`config.mk`:
```
export PLATFORM = sky130hd
export DESIGN_NAME = rgvb_top
export DESIGN_NICKNAME = d
export VERILOG_FILES = /design/src/core/rgvb_sync.v /design/src/core/rgvb_apb_decode.v /design/src/core/rgvb_top.v
export VERILOG_INCLUDE_DIRS = /design/src /design/src/core
export SDC_FILE = /design/constraint.sdc
export NUM_CORES = 1
export LEC_CHECK = 0
export BUFFER_PORTS_ARGS = -buffer_cell sky130_fd_sc_hd__buf_2
export CORE_UTILIZATION = 40
export CTS_BUF_LIST = sky130_fd_sc_hd__clkbuf_2
export DETAILED_ROUTE_END_ITERATION = 16
export GPL_TIMING_DRIVEN = 0
export PLACE_DENSITY = 0.76
export SYNTH_ARGS = -nofsm -noshare
export SYNTH_HDL_FRONTEND = slang
export SYNTH_SLANG_ARGS = --single-unit
```
`constraint.sdc`:
```
create_clock -name pclk -period 1.9 [get_ports pclk]
set_input_delay 0.19 -clock pclk [delete_from_list [all_inputs] [get_ports pclk]]
set_output_delay 0.19 -clock pclk [all_outputs]
set_load 0.1 [all_outputs]
```
`src/core/rgvb_defs.vh`:
```
// constants for the regulator control and bus-power sense block
`ifndef RGVB_DEFS_VH
`define RGVB_DEFS_VH
// ============================================================
// register byte addresses
`define RGVB_ADDR_CTRL 12'h000
`define RGVB_ADDR_IRQ_STAT 12'h004
`define RGVB_ADDR_IRQ_MASK 12'h008
`define RGVB_ADDR_SRC_EN 12'h00c
// ============================================================
// control register fields
`define RGVB_BIT_OFF 7
`define RGVB_BIT_LEVEL 6
`define RGVB_BIT_POL 5
`define RGVB_BIT_LOWPWR 4
`define RGVB_CTRL_RESET 8'h00
`define RGVB_CTRL_WMASK 8'hb0
// ============================================================
// interrupt status and mask fields
`define RGVB_IRQ_MATCH 0
`define RGVB_IRQ_RISE 1
`define RGVB_IRQ_FALL 2
`define RGVB_IRQ_W 3
// source enable register fields
`define RGVB_SRC_IRQ 0
`define RGVB_SRC_RST 1
`endif

```
`src/core/rgvb_sync.v`:
```
// two-flop synchroniser for the bus-power sense pin
module rgvb_sync (
    input wire pclk,
    input wire presetn,
    input wire async_in,
    output wire sync_out
);
    reg meta_r;
    reg stable_r;
    always @(posedge pclk or negedge presetn) begin
        if (!presetn) begin
            meta_r <= 1'b0;
            stable_r <= 1'b0;
        end else begin
            meta_r <= async_in;
            stable_r <= meta_r;
        end
    end
    assign sync_out = stable_r;
endmodule // rgvb_sync

```
`src/core/rgvb_apb_decode.v`:
```
// apb access qualification and address decode
module rgvb_apb_decode (
    input wire psel,
    input wire penable,
    input wire pwrite,
    input wire [11:0] paddr,
    output wire wr_ctrl,
    output wire wr_stat,
    output wire wr_mask,
    output wire wr_src,
    output wire rd_any,
    output wire hit
);
`include "rgvb_defs.vh"
    wire acc;
    wire is_ctrl;
    wire is_stat;
    wire is_mask;
    wire is_src;
    assign acc = psel & penable;
    assign is_ctrl = (paddr == `RGVB_ADDR_CTRL);
    assign is_stat = (paddr == `RGVB_ADDR_IRQ_STAT);
    assign is_mask = (paddr == `RGVB_ADDR_IRQ_MASK);
    assign is_src = (paddr == `RGVB_ADDR_SRC_EN);
    assign hit = is_ctrl | is_stat | is_mask | is_src;
    assign wr_ctrl = acc & pwrite & is_ctrl;
    assign wr_stat = acc & pwrite & is_stat;
    assign wr_mask = acc & pwrite & is_mask;
    assign wr_src = acc & pwrite & is_src;
    assign rd_any = acc & ~pwrite;
endmodule // rgvb_apb_decode

```
`src/core/rgvb_top.v`:
```
// regulator control and bus-power sense block with apb registers
`include "rgvb_defs.vh"

// Behaviour
// - after reset the regulator is switched on with no software action.
// - one control bit switches the regulator on or off, applied directly.
// - a mode bit selects normal or low-power (suspend) regulator operation.
// - a read-only status bit shows the present bus-power level.
// - when enabled, the bus-power interrupt rises while level equals polarity.
// - that interrupt is a pure level with no pending flag.
// - with the usb reset source on, a level match requests a system reset.
// - mode bit 1 means low-power, 0 means normal.
// - the four low control bits read zero and writes to them are dropped.
module rgvb_top (
    input wire pclk,
    input wire presetn,
    input wire psel,
    input wire penable,
    input wire pwrite,
    input wire [11:0] paddr,
    input wire [31:0] pwdata,
    output reg [31:0] prdata,
    output reg pready,
    output reg pslverr,
    input wire bus_power_in,
    output reg regulator_enable,
    output reg regulator_low_power,
    output reg bus_power_irq,
    output reg usb_reset_req,
    output reg irq
);

    // ============================================================
    // decode and synchroniser
    wire wr_ctrl;
    wire wr_stat;
    wire wr_mask;
    wire wr_src;
    wire rd_any;
    wire hit;
    wire level;

    rgvb_apb_decode u_dec (
        .psel(psel),
        .penable(penable),
        .pwrite(pwrite),
        .paddr(paddr),
        .wr_ctrl(wr_ctrl),
        .wr_stat(wr_stat),
        .wr_mask(wr_mask),
        .wr_src(wr_src),
        .rd_any(rd_any),
        .hit(hit)
    );

    rgvb_sync u_sync (
        .pclk(pclk),
        .presetn(presetn),
        .async_in(bus_power_in),
        .sync_out(level)
    );

    // ============================================================
    // registers
    reg off_r;
    reg pol_r;
    reg lowpwr_r;
    reg irq_en_r;
    reg rst_en_r;
    reg level_d_r;
    reg [`RGVB_IRQ_W-1:0] stat_r;
    reg [`RGVB_IRQ_W-1:0] mask_r;
    reg [`RGVB_IRQ_W-1:0] stat_nxt;
    reg [31:0] rdata_nxt;

    reg off_nxt;
    reg pol_nxt;
    reg lowpwr_nxt;
    reg irq_en_nxt;
    reg rst_en_nxt;
    reg [`RGVB_IRQ_W-1:0] mask_nxt;

    wire take;
    wire take_ctrl;
    wire take_stat;
    wire take_mask;
    wire take_src;
    wire match;
    wire [`RGVB_IRQ_W-1:0] events;

    // ============================================================
    // helpers
    // true when the synchronised level equals the selected polarity
    function level_matches;
        input lvl;
        input pol;
        begin
            level_matches = (lvl == pol);
        end
    endfunction

    // a written field replaces the old one only when the write is taken
    function pick_bit;
        input take_it;
        input new_bit;
        input old_bit;
        begin
            pick_bit = take_it ? new_bit : old_bit;
        end
    endfunction

    // ============================================================
    // write qualification
    // a write lands only on the completing edge, so a w1c clear
    // also wipes an event that was set on the first access edge
    assign take = pready;
    assign take_ctrl = wr_ctrl & take;
    assign take_stat = wr_stat & take;
    assign take_mask = wr_mask & take;
    assign take_src = wr_src & take;

    assign match = level_matches(level, pol_r);
    assign events = {level_d_r & ~level, ~level_d_r & level, match};

    // ============================================================
    // control register next values
    always @* begin
        off_nxt = pick_bit(take_ctrl, pwdata[`RGVB_BIT_OFF], off_r);
        pol_nxt = pick_bit(take_ctrl, pwdata[`RGVB_BIT_POL], pol_r);
        lowpwr_nxt = pick_bit(take_ctrl, pwdata[`RGVB_BIT_LOWPWR], lowpwr_r);
        irq_en_nxt = pick_bit(take_src, pwdata[`RGVB_SRC_IRQ], irq_en_r);
        rst_en_nxt = pick_bit(take_src, pwdata[`RGVB_SRC_RST], rst_en_r);
        mask_nxt = mask_r;
        if (take_mask) begin
            mask_nxt = pwdata[`RGVB_IRQ_W-1:0];
        end
    end

    // ============================================================
    // control register flops
    always @(posedge pclk or negedge presetn) begin
        if (!presetn) begin
            off_r <= 1'b0;
        end else begin
            off_r <= off_nxt;
        end
    end

    always @(posedge pclk or negedge presetn) begin
        if (!presetn) begin
            pol_r <= 1'b0;
        end else begin
            pol_r <= pol_nxt;
        end
    end

    always @(posedge pclk or negedge presetn) begin
        if (!presetn) begin
            lowpwr_r <= 1'b0;
        end else begin
            lowpwr_r <= lowpwr_nxt;
        end
    end

    always @(posedge pclk or negedge presetn) begin
        if (!presetn) begin
            irq_en_r <= 1'b0;
        end else begin
            irq_en_r <= irq_en_nxt;
        end
    end

    always @(posedge pclk or negedge presetn) begin
        if (!presetn) begin
            rst_en_r <= 1'b0;
        end else begin
            rst_en_r <= rst_en_nxt;
        end
    end

    always @(posedge pclk or negedge presetn) begin
        if (!presetn) begin
            mask_r <= {`RGVB_IRQ_W{1'b0}};
        end else begin
            mask_r <= mask_nxt;
        end
    end

    always @(posedge pclk or negedge presetn) begin
        if (!presetn) begin
            level_d_r <= 1'b0;
        end else begin
            level_d_r <= level;
        end
    end

    // ============================================================
    // sticky status: a set in the clearing cycle wins
    always @* begin
        stat_nxt = stat_r;
        if (take_stat) begin
            stat_nxt = stat_nxt & ~pwdata[`RGVB_IRQ_W-1:0];
        end
        stat_nxt = stat_nxt | events;
    end

    always @(posedge pclk or negedge presetn) begin
        if (!presetn) begin
            stat_r <= {`RGVB_IRQ_W{1'b0}};
        end else begin
            stat_r <= stat_nxt;
        end
    end

    // ============================================================
    // read data
    always @* begin
        rdata_nxt = 32'h00000000;
        case (paddr)
            `RGVB_ADDR_CTRL: begin
                rdata_nxt[`RGVB_BIT_OFF] = off_r;
                rdata_nxt[`RGVB_BIT_LEVEL] = level;
                rdata_nxt[`RGVB_BIT_POL] = pol_r;
                rdata_nxt[`RGVB_BIT_LOWPWR] = lowpwr_r;
                // low four bits stay zero
            end
            `RGVB_ADDR_IRQ_STAT: begin
                rdata_nxt[`RGVB_IRQ_W-1:0] = stat_r;
            end
            `RGVB_ADDR_IRQ_MASK: begin
                rdata_nxt[`RGVB_IRQ_W-1:0] = mask_r;
            end
            `RGVB_ADDR_SRC_EN: begin
                rdata_nxt[`RGVB_SRC_IRQ] = irq_en_r;
                rdata_nxt[`RGVB_SRC_RST] = rst_en_r;
            end
            default: begin
                rdata_nxt = 32'h00000000;
            end
        endcase
    end

    // ============================================================
    // registered outputs
    always @(posedge pclk or negedge presetn) begin
        if (!presetn) begin
            prdata <= 32'h00000000;
        end else begin
            if (rd_any & ~pready) begin
                prdata <= rdata_nxt;
            end
        end
    end

    // one wait state: ready rises in the second access cycle
    always @(posedge pclk or negedge presetn) begin
        if (!presetn) begin
            pready <= 1'b0;
        end else begin
            pready <= psel & penable & ~pready;
        end
    end

    always @(posedge pclk or negedge presetn) begin
        if (!presetn) begin
            pslverr <= 1'b0;
        end else begin
            pslverr <= psel & penable & ~pready & ~hit;
        end
    end

    always @(posedge pclk or negedge presetn) begin
        if (!presetn) begin
            regulator_enable <= 1'b1;
        end else begin
            regulator_enable <= ~off_r;
        end
    end

    always @(posedge pclk or negedge presetn) begin
        if (!presetn) begin
            regulator_low_power <= 1'b0;
        end else begin
            regulator_low_power <= lowpwr_r;
        end
    end

    always @(posedge pclk or negedge presetn) begin
        if (!presetn) begin
            bus_power_irq <= 1'b0;
        end else begin
            bus_power_irq <= irq_en_r & match;
        end
    end

    always @(posedge pclk or negedge presetn) begin
        if (!presetn) begin
            usb_reset_req <= 1'b0;
        end else begin
            usb_reset_req <= rst_en_r & match;
        end
    end

    always @(posedge pclk or negedge presetn) begin
        if (!presetn) begin
            irq <= 1'b0;
        end else begin
            irq <= |(stat_r & mask_r);
        end
    end

endmodule // rgvb_top

```
==> results of run 1 <==
## layout make-up
type / count / area, um^2
fillers: 324 / 1570
flip-flops and latches: 28 / 706
multi-input cells: 86 / 576
repair buffers: 39 / 210
plain buffers: 28 / 201
well taps: 46 / 57.6
inverters: 6 / 22.5
clock buffers: 3 / 15.0
clock inverters: 1 / 3.75
## cells in the mapped netlist, drive strengths merged, types with 2 or more instances
master	number
inv	6
and2	3
a22oi	2
or4	4
clkbuf	2
nand4bb	2
o31ai	5
dfrtp	27
nor2	4
nand2	10
buf	26
or4b	2
nor4	4
mux2	10
o21ai	3
## power by group through the flow
| stage | Combinational, mW | Clock (mW) | Sequential [mW] |
|---|---|---|---|
| after floorplan | 0.284 | 0 | 0.635 |
| after global routing | 0.374 | 0.249 | 0.609 |
| after detailed placement | 0.349 | 0 | 0.617 |
| final | 0.355 | 0.211 | 0.607 |
| after global placement | 0.348 | 0 | 0.617 |
| after CTS | 0.353 | 0.218 | 0.608 |
## flip-flops by register name (all words and copies together) (netlist names)
name                 flops
u_sync.meta_r            1
irq_en_r                 1
pready                   1
lowpwr_r                 1
bus_power_irq            1
pol_r                    1
pslverr                  1
usb_reset_req            1
mask_r                   3
level_d_r                1
regulator_low_power      1
pick_bit.old_bit         1
irq                      1
regulator_enable         1
stat_r                   3
off_r                    1
prdata                   7
u_sync.sync_out          1
## worst max-delay path, cell delays in order (launching register included)
cell and delay (ns):
dfrtp_4 0.49, nand4_1 0.28, nor4_1 0.58, mux2_2 0.39
## kinds of logic after synthesis
kind of cell	Yosys count	synth area share [%]
mux	10	7.98
buf+inv	34	15.9
simple gates	34	17.6
xor+xnor	1	0.621
flops	28	49.7
other cells	1	0.266
compound gates	16	7.89
## layer usage
| metal | GRT usage [%] | vias to the layer above |
|---|---|---|
| met5 | 0 | - |
| met4 | 5.71 | 0 |
| met3 | 2.52 | 5 |
| met2 | 22.5 | 44 |
| met1 | 19.4 | 493 |
| li1 | - | 522 |
## per-stage QoR
stage | worst slack [ns] | TNS (ns) | hold WS (ns) | util (%)
CTS | 0.0932 | 0 | 0.0114 | 53.0
detailed placement | -0.0465 | -0.0918 | 0.234 | 51.8
global placement | -0.0378 | -0.0743 | 0.226 | 51.8
global route | 0.0182 | 0 | 0.00702 | 53.3
finish | 0.0755 | 0 | 0.0375 | 53.3
floorplan | 0.0638 | 0 | -0.106 | -
## worst min-delay path by stage
stage | to | start | slack [ns]
3_3_place_gp | regulator_low_power$_DFF_PN0_ | presetn | 0.23
5_1_grt | lowpwr_r$_DFFE_PN0P_ | pwdata[4] | 0.007
4_1_cts | stat_r[0]$_DFF_PN0_ | pwdata[0] | 0.01
3_5_place_dp | prdata[7]$_DFFE_PN0P_ | presetn | 0.23
2_1_floorplan | bus_power_irq$_DFF_PN0_ | presetn | -0.11
6_report | pready$_DFF_PN0_ | penable | 0.04
==> results_dict.tcl, run 1 <==
set metrics [dict create \
    num-nets-final 242 \
    cts_resized 0 \
    grt_start_max_net_pins 29 \
    p_seq_share_pct 51.8 \
    r2r_slack_ns 0.08 \
    dp.cells 230 \
    final_cell_mix "buf_2 (37), dfrtp_1 (26), buf_4 (25), conb_1 (25)" \
    yosys.cell_types.count 33 \
    r2r_start "pready$_DFF_PN0_" \
    drive_above_1_share_pct 44.0 \
    synth_top_cell_by_area "dfrtp_1" \
    synth_edf_count 0 \
    p_total_mw 1.17 \
    die-height_um 61.4 \
    yosys_register_bits 28 \
    setup_viol 0 \
    grt.overflow.total 0 \
    worst-slew-pin-transition_ns 0.588 \
    cts_buffers 3 \
    reg2regPathDepth 3 \
    hold_depth 3 \
    hold_viol_final 0 \
    drtIter0Drc 57 \
    critPathMaxFanout 5 \
    finalWeightedCongestion 0.839 \
    vias 1064 \
    p_int_mw 0.723 \
    peakVddDrop_mv 0.286 \
    dr_wl_met3_um 158 \
    cp.arrival_ns 2.09 \
    crit_end "irq_en_r$_DFFE_PN0P_" \
    end_kind "flip-flop" \
    stdcell_count 237 \
    insertion_delay_ns 0.35 \
    fmaxAchievable_mhz 548 \
    power_switching_mw 0.450 \
    wl_met2_um 1240 \
    finalInstanceArea_mm2 0.00179 \
    placed_area_mm2 0.00174 \
    ios 89 \
    core_area_mm2 0.00336 \
    avgSynthCellArea_um2 11.4 \
    ys_seq_area_share_pct 49.7 \
    top_layer "met4" \
    die-width_um 61.4 \
    required_ns 2.16 \
    synth_ff_type "dfrtp_1" \
    grt_use_total_pct 14.2 \
    rows 21 \
    cts_tree "done" \
    clkSlewWorstSetupHoldPaths_ns 0.25 \
    numPortBuffers 36 \
    wl_per_cell_um 10.6 \
    cts_root_buffer "clkbuf_2" \
    htreeDepth 1 \
    clockBufferDepth 2 \
    leakage_nw 0.981 \
    dr.pass1.iters 4 \
    comb_power_share_pct 30.2 \
    switching_share_pct 38.4 \
    drc 0 \
    yosysTopAreaCellShare_pct 47.9 \
    grt_setup_unrepaired "false" \
    synthesis.area_mm2 0.00141 \
    critPathKind "flip-flop to flip-flop" \
    dp.final_hpwl_um 1970 \
    status "finished clean" \
    die_area_mm2 0.00377 \
    post_cts_buffers 0 \
    async_reset_ff_share_pct 100 \
    insertedDiodeCount 0 \
    timing.rr.end "irq_en_r$_DFFE_PN0P_" \
    p_per_area_mw_per_mm2 655 \
    antenna_found_initial 0 \
    vias_per_cell 4.49 \
    grt_pass1_wl_um 3910 \
    grt_pass1_vias 879 \
    syn_to_final_growth_pct 27.0 \
    start_kind "flip-flop" \
    final_common_cell "buf_2" \
    min_period_ns 1.82 \
    cts_sinks 28 \
    wl_um 2500 \
    wl_met1_um 1080 \
    drv_slew 0 \
    skew_ns 0.0141 \
    drv_cap 0 \
    ant_nets 0 \
    start_util_pct 42.0 \
    period_share_pct 96.0 \
    min_path_type "primary input to flip-flop" \
    synth_warnings 0 \
    crit_start "pready$_DFF_PN0_" \
    cts_hold_buf 2 \
    synth.area.top_cells "dfrtp_1 (48%), buf_4 (13%), mux2_2 (8.0%), nor4_4 (3.0%), nand2_1 (2.7%)" \
    power_frac_clock_pct 18.0 \
    slew-limit-headroom_pct 60.4 \
    synth_cells 124 \
]
Power figures use the tool's default switching activity.
==> inputs of run 2 (changes only) <==
==> constraint.sdc (replaced) <==
create_clock -name pclk -period 1.9 [get_ports pclk]
set_input_delay 0.38 -clock pclk [delete_from_list [all_inputs] [get_ports pclk]]
set_output_delay 0.38 -clock pclk [all_outputs]
set_load 0.1 [all_outputs]
==> results_dict.tcl, run 2 (synthesized netlist as in run 1, its figures left out) <==
set metrics [dict create \
    status "finished clean" \
    skew_ns 0.0136 \
    p_per_area_mw_per_mm2 660 \
    min_path_type "primary input to flip-flop" \
    vias_per_cell 4.48 \
    cts_sinks 28 \
    rows 21 \
    dr_wl_met3_um 131 \
    hold_start "bus_power_in" \
    fin_hold_ws_ns 0.124 \
    p_seq_share_pct 52.0 \
    antenna_found_initial 0 \
    grt.overflow.total 0 \
    ant_nets 0 \
    start_kind "flip-flop" \
    num-nets-final 240 \
    dr.pass1.iters 4 \
    clockBufferDepth 2 \
    end_kind "flip-flop" \
    wl_um 2490 \
    r2r_start "pready$_DFF_PN0_" \
    start_util_pct 42.0 \
    power_frac_clock_pct 17.9 \
    cp.arrival_ns 2.10 \
    insertion_delay_ns 0.34 \
    power_switching_mw 0.448 \
    cpMaxStageDelayCell "nor4_1" \
    syn_to_final_growth_pct 25.5 \
    core_area_mm2 0.00336 \
    hold_viol_final 0 \
    peakVddDrop_mv 0.285 \
    setup_tns_ns 0 \
    switching_share_pct 38.4 \
    grt_use_total_pct 14.2 \
    die-height_um 61.4 \
    reg2regPathDepth 3 \
    crit_family "simple AND/OR/NAND/NOR gates" \
    grt_pass1_vias 880 \
    dp.final_hpwl_um 1970 \
    numPortBuffers 36 \
    wl_per_cell_um 10.6 \
    fillers 325 \
    grt_pass1_wl_um 3910 \
    comb_power_share_pct 30.1 \
    htreeDepth 1 \
    period_share_pct 97.0 \
    largest_reg_flops 7 \
    ios 89 \
    grt_setup_unrepaired "false" \
    critPathMaxFanout 5 \
    setup_viol 0 \
    timing.rr.end "irq_en_r$_DFFE_PN0P_" \
    required_ns 2.16 \
    crit_chain "nand4_1, nor4_1, mux2_2" \
    clkSlewWorstSetupHoldPaths_ns 0.25 \
    final_cell_mix "buf_2 (37), dfrtp_1 (26), buf_4 (25), conb_1 (25)" \
    cts_tree "done" \
    critPathKind "flip-flop to flip-flop" \
    whs_endpoint "u_sync.meta_r$_DFF_PN0_" \
    r2r_slack_ns 0.06 \
    drtIter0Drc 71 \
    drive_above_1_share_pct 44.4 \
    wl_met2_um 1230 \
    hold_depth 1 \
    grt_start_max_net_pins 29 \
    drv_cap 0 \
    top_layer "met4" \
    wl_met1_um 1120 \
    drv_slew 0 \
    drc 0 \
    cts_resized 0 \
    final_common_cell "buf_2" \
    reg_top3 "prdata (7), mask_r (3), stat_r (3)" \
    path_depth 3 \
    cts_buffers 3 \
    regMostFlops "prdata" \
    slowest_delay_ns 0.59 \
    critPathBufInv 0 \
    insertedDiodeCount 0 \
    min_period_ns 1.84 \
    fmaxAchievable_mhz 543 \
    slew-limit-headroom_pct 59.6 \
    vias 1052 \
    die_area_mm2 0.00377 \
    worst-slew-pin-transition_ns 0.601 \
    finalWeightedCongestion 0.839 \
    die-width_um 61.4 \
    leakage_nw 0.973 \
    p_int_mw 0.720 \
    cts_root_buffer "clkbuf_2" \
]
[run 2: changes by cell type in the layout (fill, tap and decap cells not counted)]
| cell | delta |
|---|---|
| dlygate4sd3_1 | -2 |
[run 2: final cells by class]
type	instances	area (um^2)	share of cell area (%)
Clock inverter	1	3.75	0.212
Buffer	28	201	11.4
Inverter	6	22.5	1.27
Timing Repair Buffer	37	190	10.7
Multi-Input combinational cell	86	576	32.5
Clock buffer	3	15.0	0.847
Tap cell	46	57.6	3.25
Sequential cell	28	706	39.8
[run 2: power groups by stage]
stage               Sequential, mW  Clock (mW)  Combinational, mW
global placement             0.617           0              0.348
finish                       0.607       0.209              0.352
global route                 0.609       0.249              0.371
detailed placement           0.617           0              0.349
floorplan                    0.635           0              0.284
CTS                          0.608       0.218              0.350
[run 2: layer usage]
layer | vias to the layer above | global-route usage, %
met5 | - | 0
met1 | 494 | 19.4
met4 | 0 | 5.71
li1 | 519 | -
met3 | 2 | 2.52
met2 | 37 | 22.5
[run 2: through the flow]
stage	util, %	area [um^2]	setup WS [ns]	instances	total power, mW
floorplan	-	1510	0.0263	148	0.918
global placement	51.8	1740	-0.228	230	0.965
detailed placement	51.8	1740	-0.237	230	0.967
CTS	52.4	1760	0.0932	234	1.17
global route	52.7	1770	0.0182	235	1.23
finish	52.7	1770	0.0571	235	1.17
[run 2: worst register-to-register path: cells and delay by family, from the launching register on]
family / cells / cell delay (ns)
multiplexers: 1 / 0.39
AND/OR/NAND/NOR: 2 / 0.87
flip-flops: 1 / 0.49
[run 2: how the worst max path moves through the flow]
stage / start / end / slack [ns]
after floorplan: paddr[7] / irq_en_r$_DFFE_PN0P_ / 0.03
after global placement: paddr[7] / pick_bit.old_bit$_DFFE_PN0P_ / -0.23
after detailed placement: paddr[7] / pick_bit.old_bit$_DFFE_PN0P_ / -0.24
after CTS: pready$_DFF_PN0_ / irq_en_r$_DFFE_PN0P_ / 0.09
after global routing: pready$_DFF_PN0_ / pick_bit.old_bit$_DFFE_PN0P_ / 0.02
final: pready$_DFF_PN0_ / irq_en_r$_DFFE_PN0P_ / 0.06
[run 2: timing repair]
action / CTS / global route
hold endpoints to repair: 0 / 14
buffers inserted: 0 / 0
endpoints found under the setup margin: 0 / 0
hold buffers: 0 / 1
==> inputs of run 3 (changes only) <==
--- a/config.mk
+++ b/config.mk
@@ -6,7 +6,7 @@
 export SDC_FILE = /design/constraint.sdc
 export NUM_CORES = 1
 export LEC_CHECK = 0
-export BUFFER_PORTS_ARGS = -buffer_cell sky130_fd_sc_hd__buf_2
+export BUFFER_PORTS_ARGS = -buffer_cell sky130_fd_sc_hd__buf_4
 export CORE_UTILIZATION = 40
 export CTS_BUF_LIST = sky130_fd_sc_hd__clkbuf_2
 export DETAILED_ROUTE_END_ITERATION = 16
==> results_dict.tcl, run 3 (synthesized netlist as in run 1, its figures left out) <==
set metrics [dict create \
    drive_above_1_share_pct 45.0 \
    dp.cells 230 \
    grt_pass1_vias 876 \
    seq_area_um2 706 \
    cts_tree "done" \
    reg2regPathDepth 3 \
    min_path_type "primary input to flip-flop" \
    p_total_mw 1.32 \
    status "finished clean" \
    num-nets-final 240 \
    insertedDiodeCount 0 \
    p_seq_share_pct 45.9 \
    grt_start_max_net_pins 29 \
    regMostFlops "prdata" \
    start_util_pct 42.0 \
    cts_resized 0 \
    hold_depth 1 \
    insertion_delay_ns 0.35 \
    critPathKind "flip-flop to flip-flop" \
    crit_family "simple AND/OR/NAND/NOR gates" \
    period_share_pct 96.0 \
    rows 21 \
    leakage_nw 1.01 \
    r2r_start "pready$_DFF_PN0_" \
    wl_um 2610 \
    clockBufferDepth 2 \
    largest_reg_flops 7 \
    final_common_cell "buf_4" \
    multi_input_area_um2 576 \
    stdcell_count 235 \
    grt_setup_unrepaired "false" \
    die_area_mm2 0.00377 \
    min_period_ns 1.82 \
    hold_viol_final 0 \
    fillers 312 \
    peakVddDrop_mv 0.286 \
    start_kind "flip-flop" \
    drv_cap 0 \
    post_cts_buffers 0 \
    die-width_um 61.4 \
    dp.final_hpwl_um 2110 \
    end_kind "flip-flop" \
    r2r_slack_ns 0.08 \
    cts_sinks 28 \
    finalWeightedCongestion 0.838 \
    grt_pass1_wl_um 3870 \
    cts_buffers 3 \
    final_cell_mix "buf_4 (61), dfrtp_1 (26), conb_1 (25)" \
    cts_root_buffer "clkbuf_2" \
    power_frac_clock_pct 26.3 \
    comb_power_share_pct 27.8 \
    antenna_found_initial 0 \
    p_per_area_mw_per_mm2 700 \
    clkSlewWorstSetupHoldPaths_ns 0.25 \
    core_area_mm2 0.00336 \
    die-height_um 61.4 \
    fmaxAchievable_mhz 548 \
    ant_nets 0 \
    dr.pass1.iters 4 \
    setup_viol 0 \
    cpMaxStageDelayCell "nor4_1" \
    grt_use_total_pct 14.2 \
    power_switching_mw 0.453 \
    critPathMaxFanout 5 \
    grt.overflow.total 0 \
    hold_start "bus_power_in" \
    p_int_mw 0.870 \
    whs_endpoint "u_sync.meta_r$_DFF_PN0_" \
    worst-slew-pin-transition_ns 0.568 \
    critPathBufInv 0 \
    numPortBuffers 36 \
    syn_to_final_growth_pct 33.8 \
    ios 89 \
    required_ns 2.18 \
    wl_per_cell_um 11.1 \
    htreeDepth 1 \
    drv_slew 0 \
    slowest_delay_ns 0.61 \
    vias 1054 \
    skew_ns 0.00878 \
    drtIter0Drc 50 \
    drc 0 \
    crit_chain "nand4_1, nor4_1, mux2_2" \
    cp.arrival_ns 2.11 \
    timing.rr.end "irq_en_r$_DFFE_PN0P_" \
    switching_share_pct 34.2 \
    slew-limit-headroom_pct 61.8 \
    vias_per_cell 4.49 \
    reg_top3 "prdata (7), mask_r (3), stat_r (3)" \
]
run 3: changes by cell type in the layout (fill, tap and decap cells not counted):
cell	delta
bufinv_16	+1
buf_2	-36
buf_4	+36
clkinv_1	-1
run 3: per-layer routing:
| layer | up-vias | share of wire (%) | GRT usage (%) |
|---|---|---|---|
| met1 | 495 | 40 | 16.7 |
| met3 | 4 | 6.1 | 2.73 |
| met2 | 37 | 53 | 25.9 |
| met4 | 0 | 0.77 | 4.76 |
| met5 | - | 0 | 0 |
| li1 | 518 | - | - |
run 3: layout make-up:
type	count	share of cell area, %
timing repair buffer	37	14.8
buffer	28	10.7
sequential	28	37.4
clock inverter	1	1.59
inverter	6	1.19
tap	46	3.05
clock buffer	3	0.795
multi-input combinational	86	30.5
run 3: what timing repair did:
item | CTS | global route
hold endpoints to repair | 27 | 0
hold buffers | 1 | 0
setup endpoints to repair | 0 | 0
run 3: power by group through the flow:
stage,clock network [mW],logic (mW),registers [mW]
2_1_floorplan,0,0.284,0.635
3_3_place_gp,0,0.361,0.617
3_5_place_dp,0,0.364,0.617
4_1_cts,0.356,0.367,0.607
5_1_grt,0.383,0.386,0.609
6_report,0.348,0.367,0.607
run 3: metrics by stage:
| step | setup TNS [ns] | hold WS [ns] | worst slack [ns] | util [%] | instance area (um^2) |
|---|---|---|---|---|---|
| finish | 0 | 0.105 | 0.0757 | 56.1 | 1890 |
| global route | 0 | 0.0562 | 0.000599 | 56.1 | 1890 |
| CTS | 0 | 0.0930 | 0.0730 | 56.1 | 1890 |
| detailed placement | -1.33 | 0.311 | -0.279 | 54.5 | 1830 |
| global placement | -1.10 | 0.303 | -0.221 | 54.5 | 1830 |
| floorplan | 0 | 0.0844 | 0.0263 | - | 1510 |
run 3: worst max path at each step:
stage                                start                      endpoint  slack (ns)  cells past startpoint
after floorplan                   paddr[7]          irq_en_r$_DFFE_PN0P_        0.03                      4
after global placement            paddr[7]  pick_bit.old_bit$_DFFE_PN0P_       -0.22                      5
after detailed placement          paddr[7]  pick_bit.old_bit$_DFFE_PN0P_       -0.28                      5
after CTS                 pready$_DFF_PN0_  pick_bit.old_bit$_DFFE_PN0P_        0.07                      3
after global routing      pready$_DFF_PN0_  pick_bit.old_bit$_DFFE_PN0P_      0.0006                      3
final                     pready$_DFF_PN0_          irq_en_r$_DFFE_PN0P_        0.08                      3
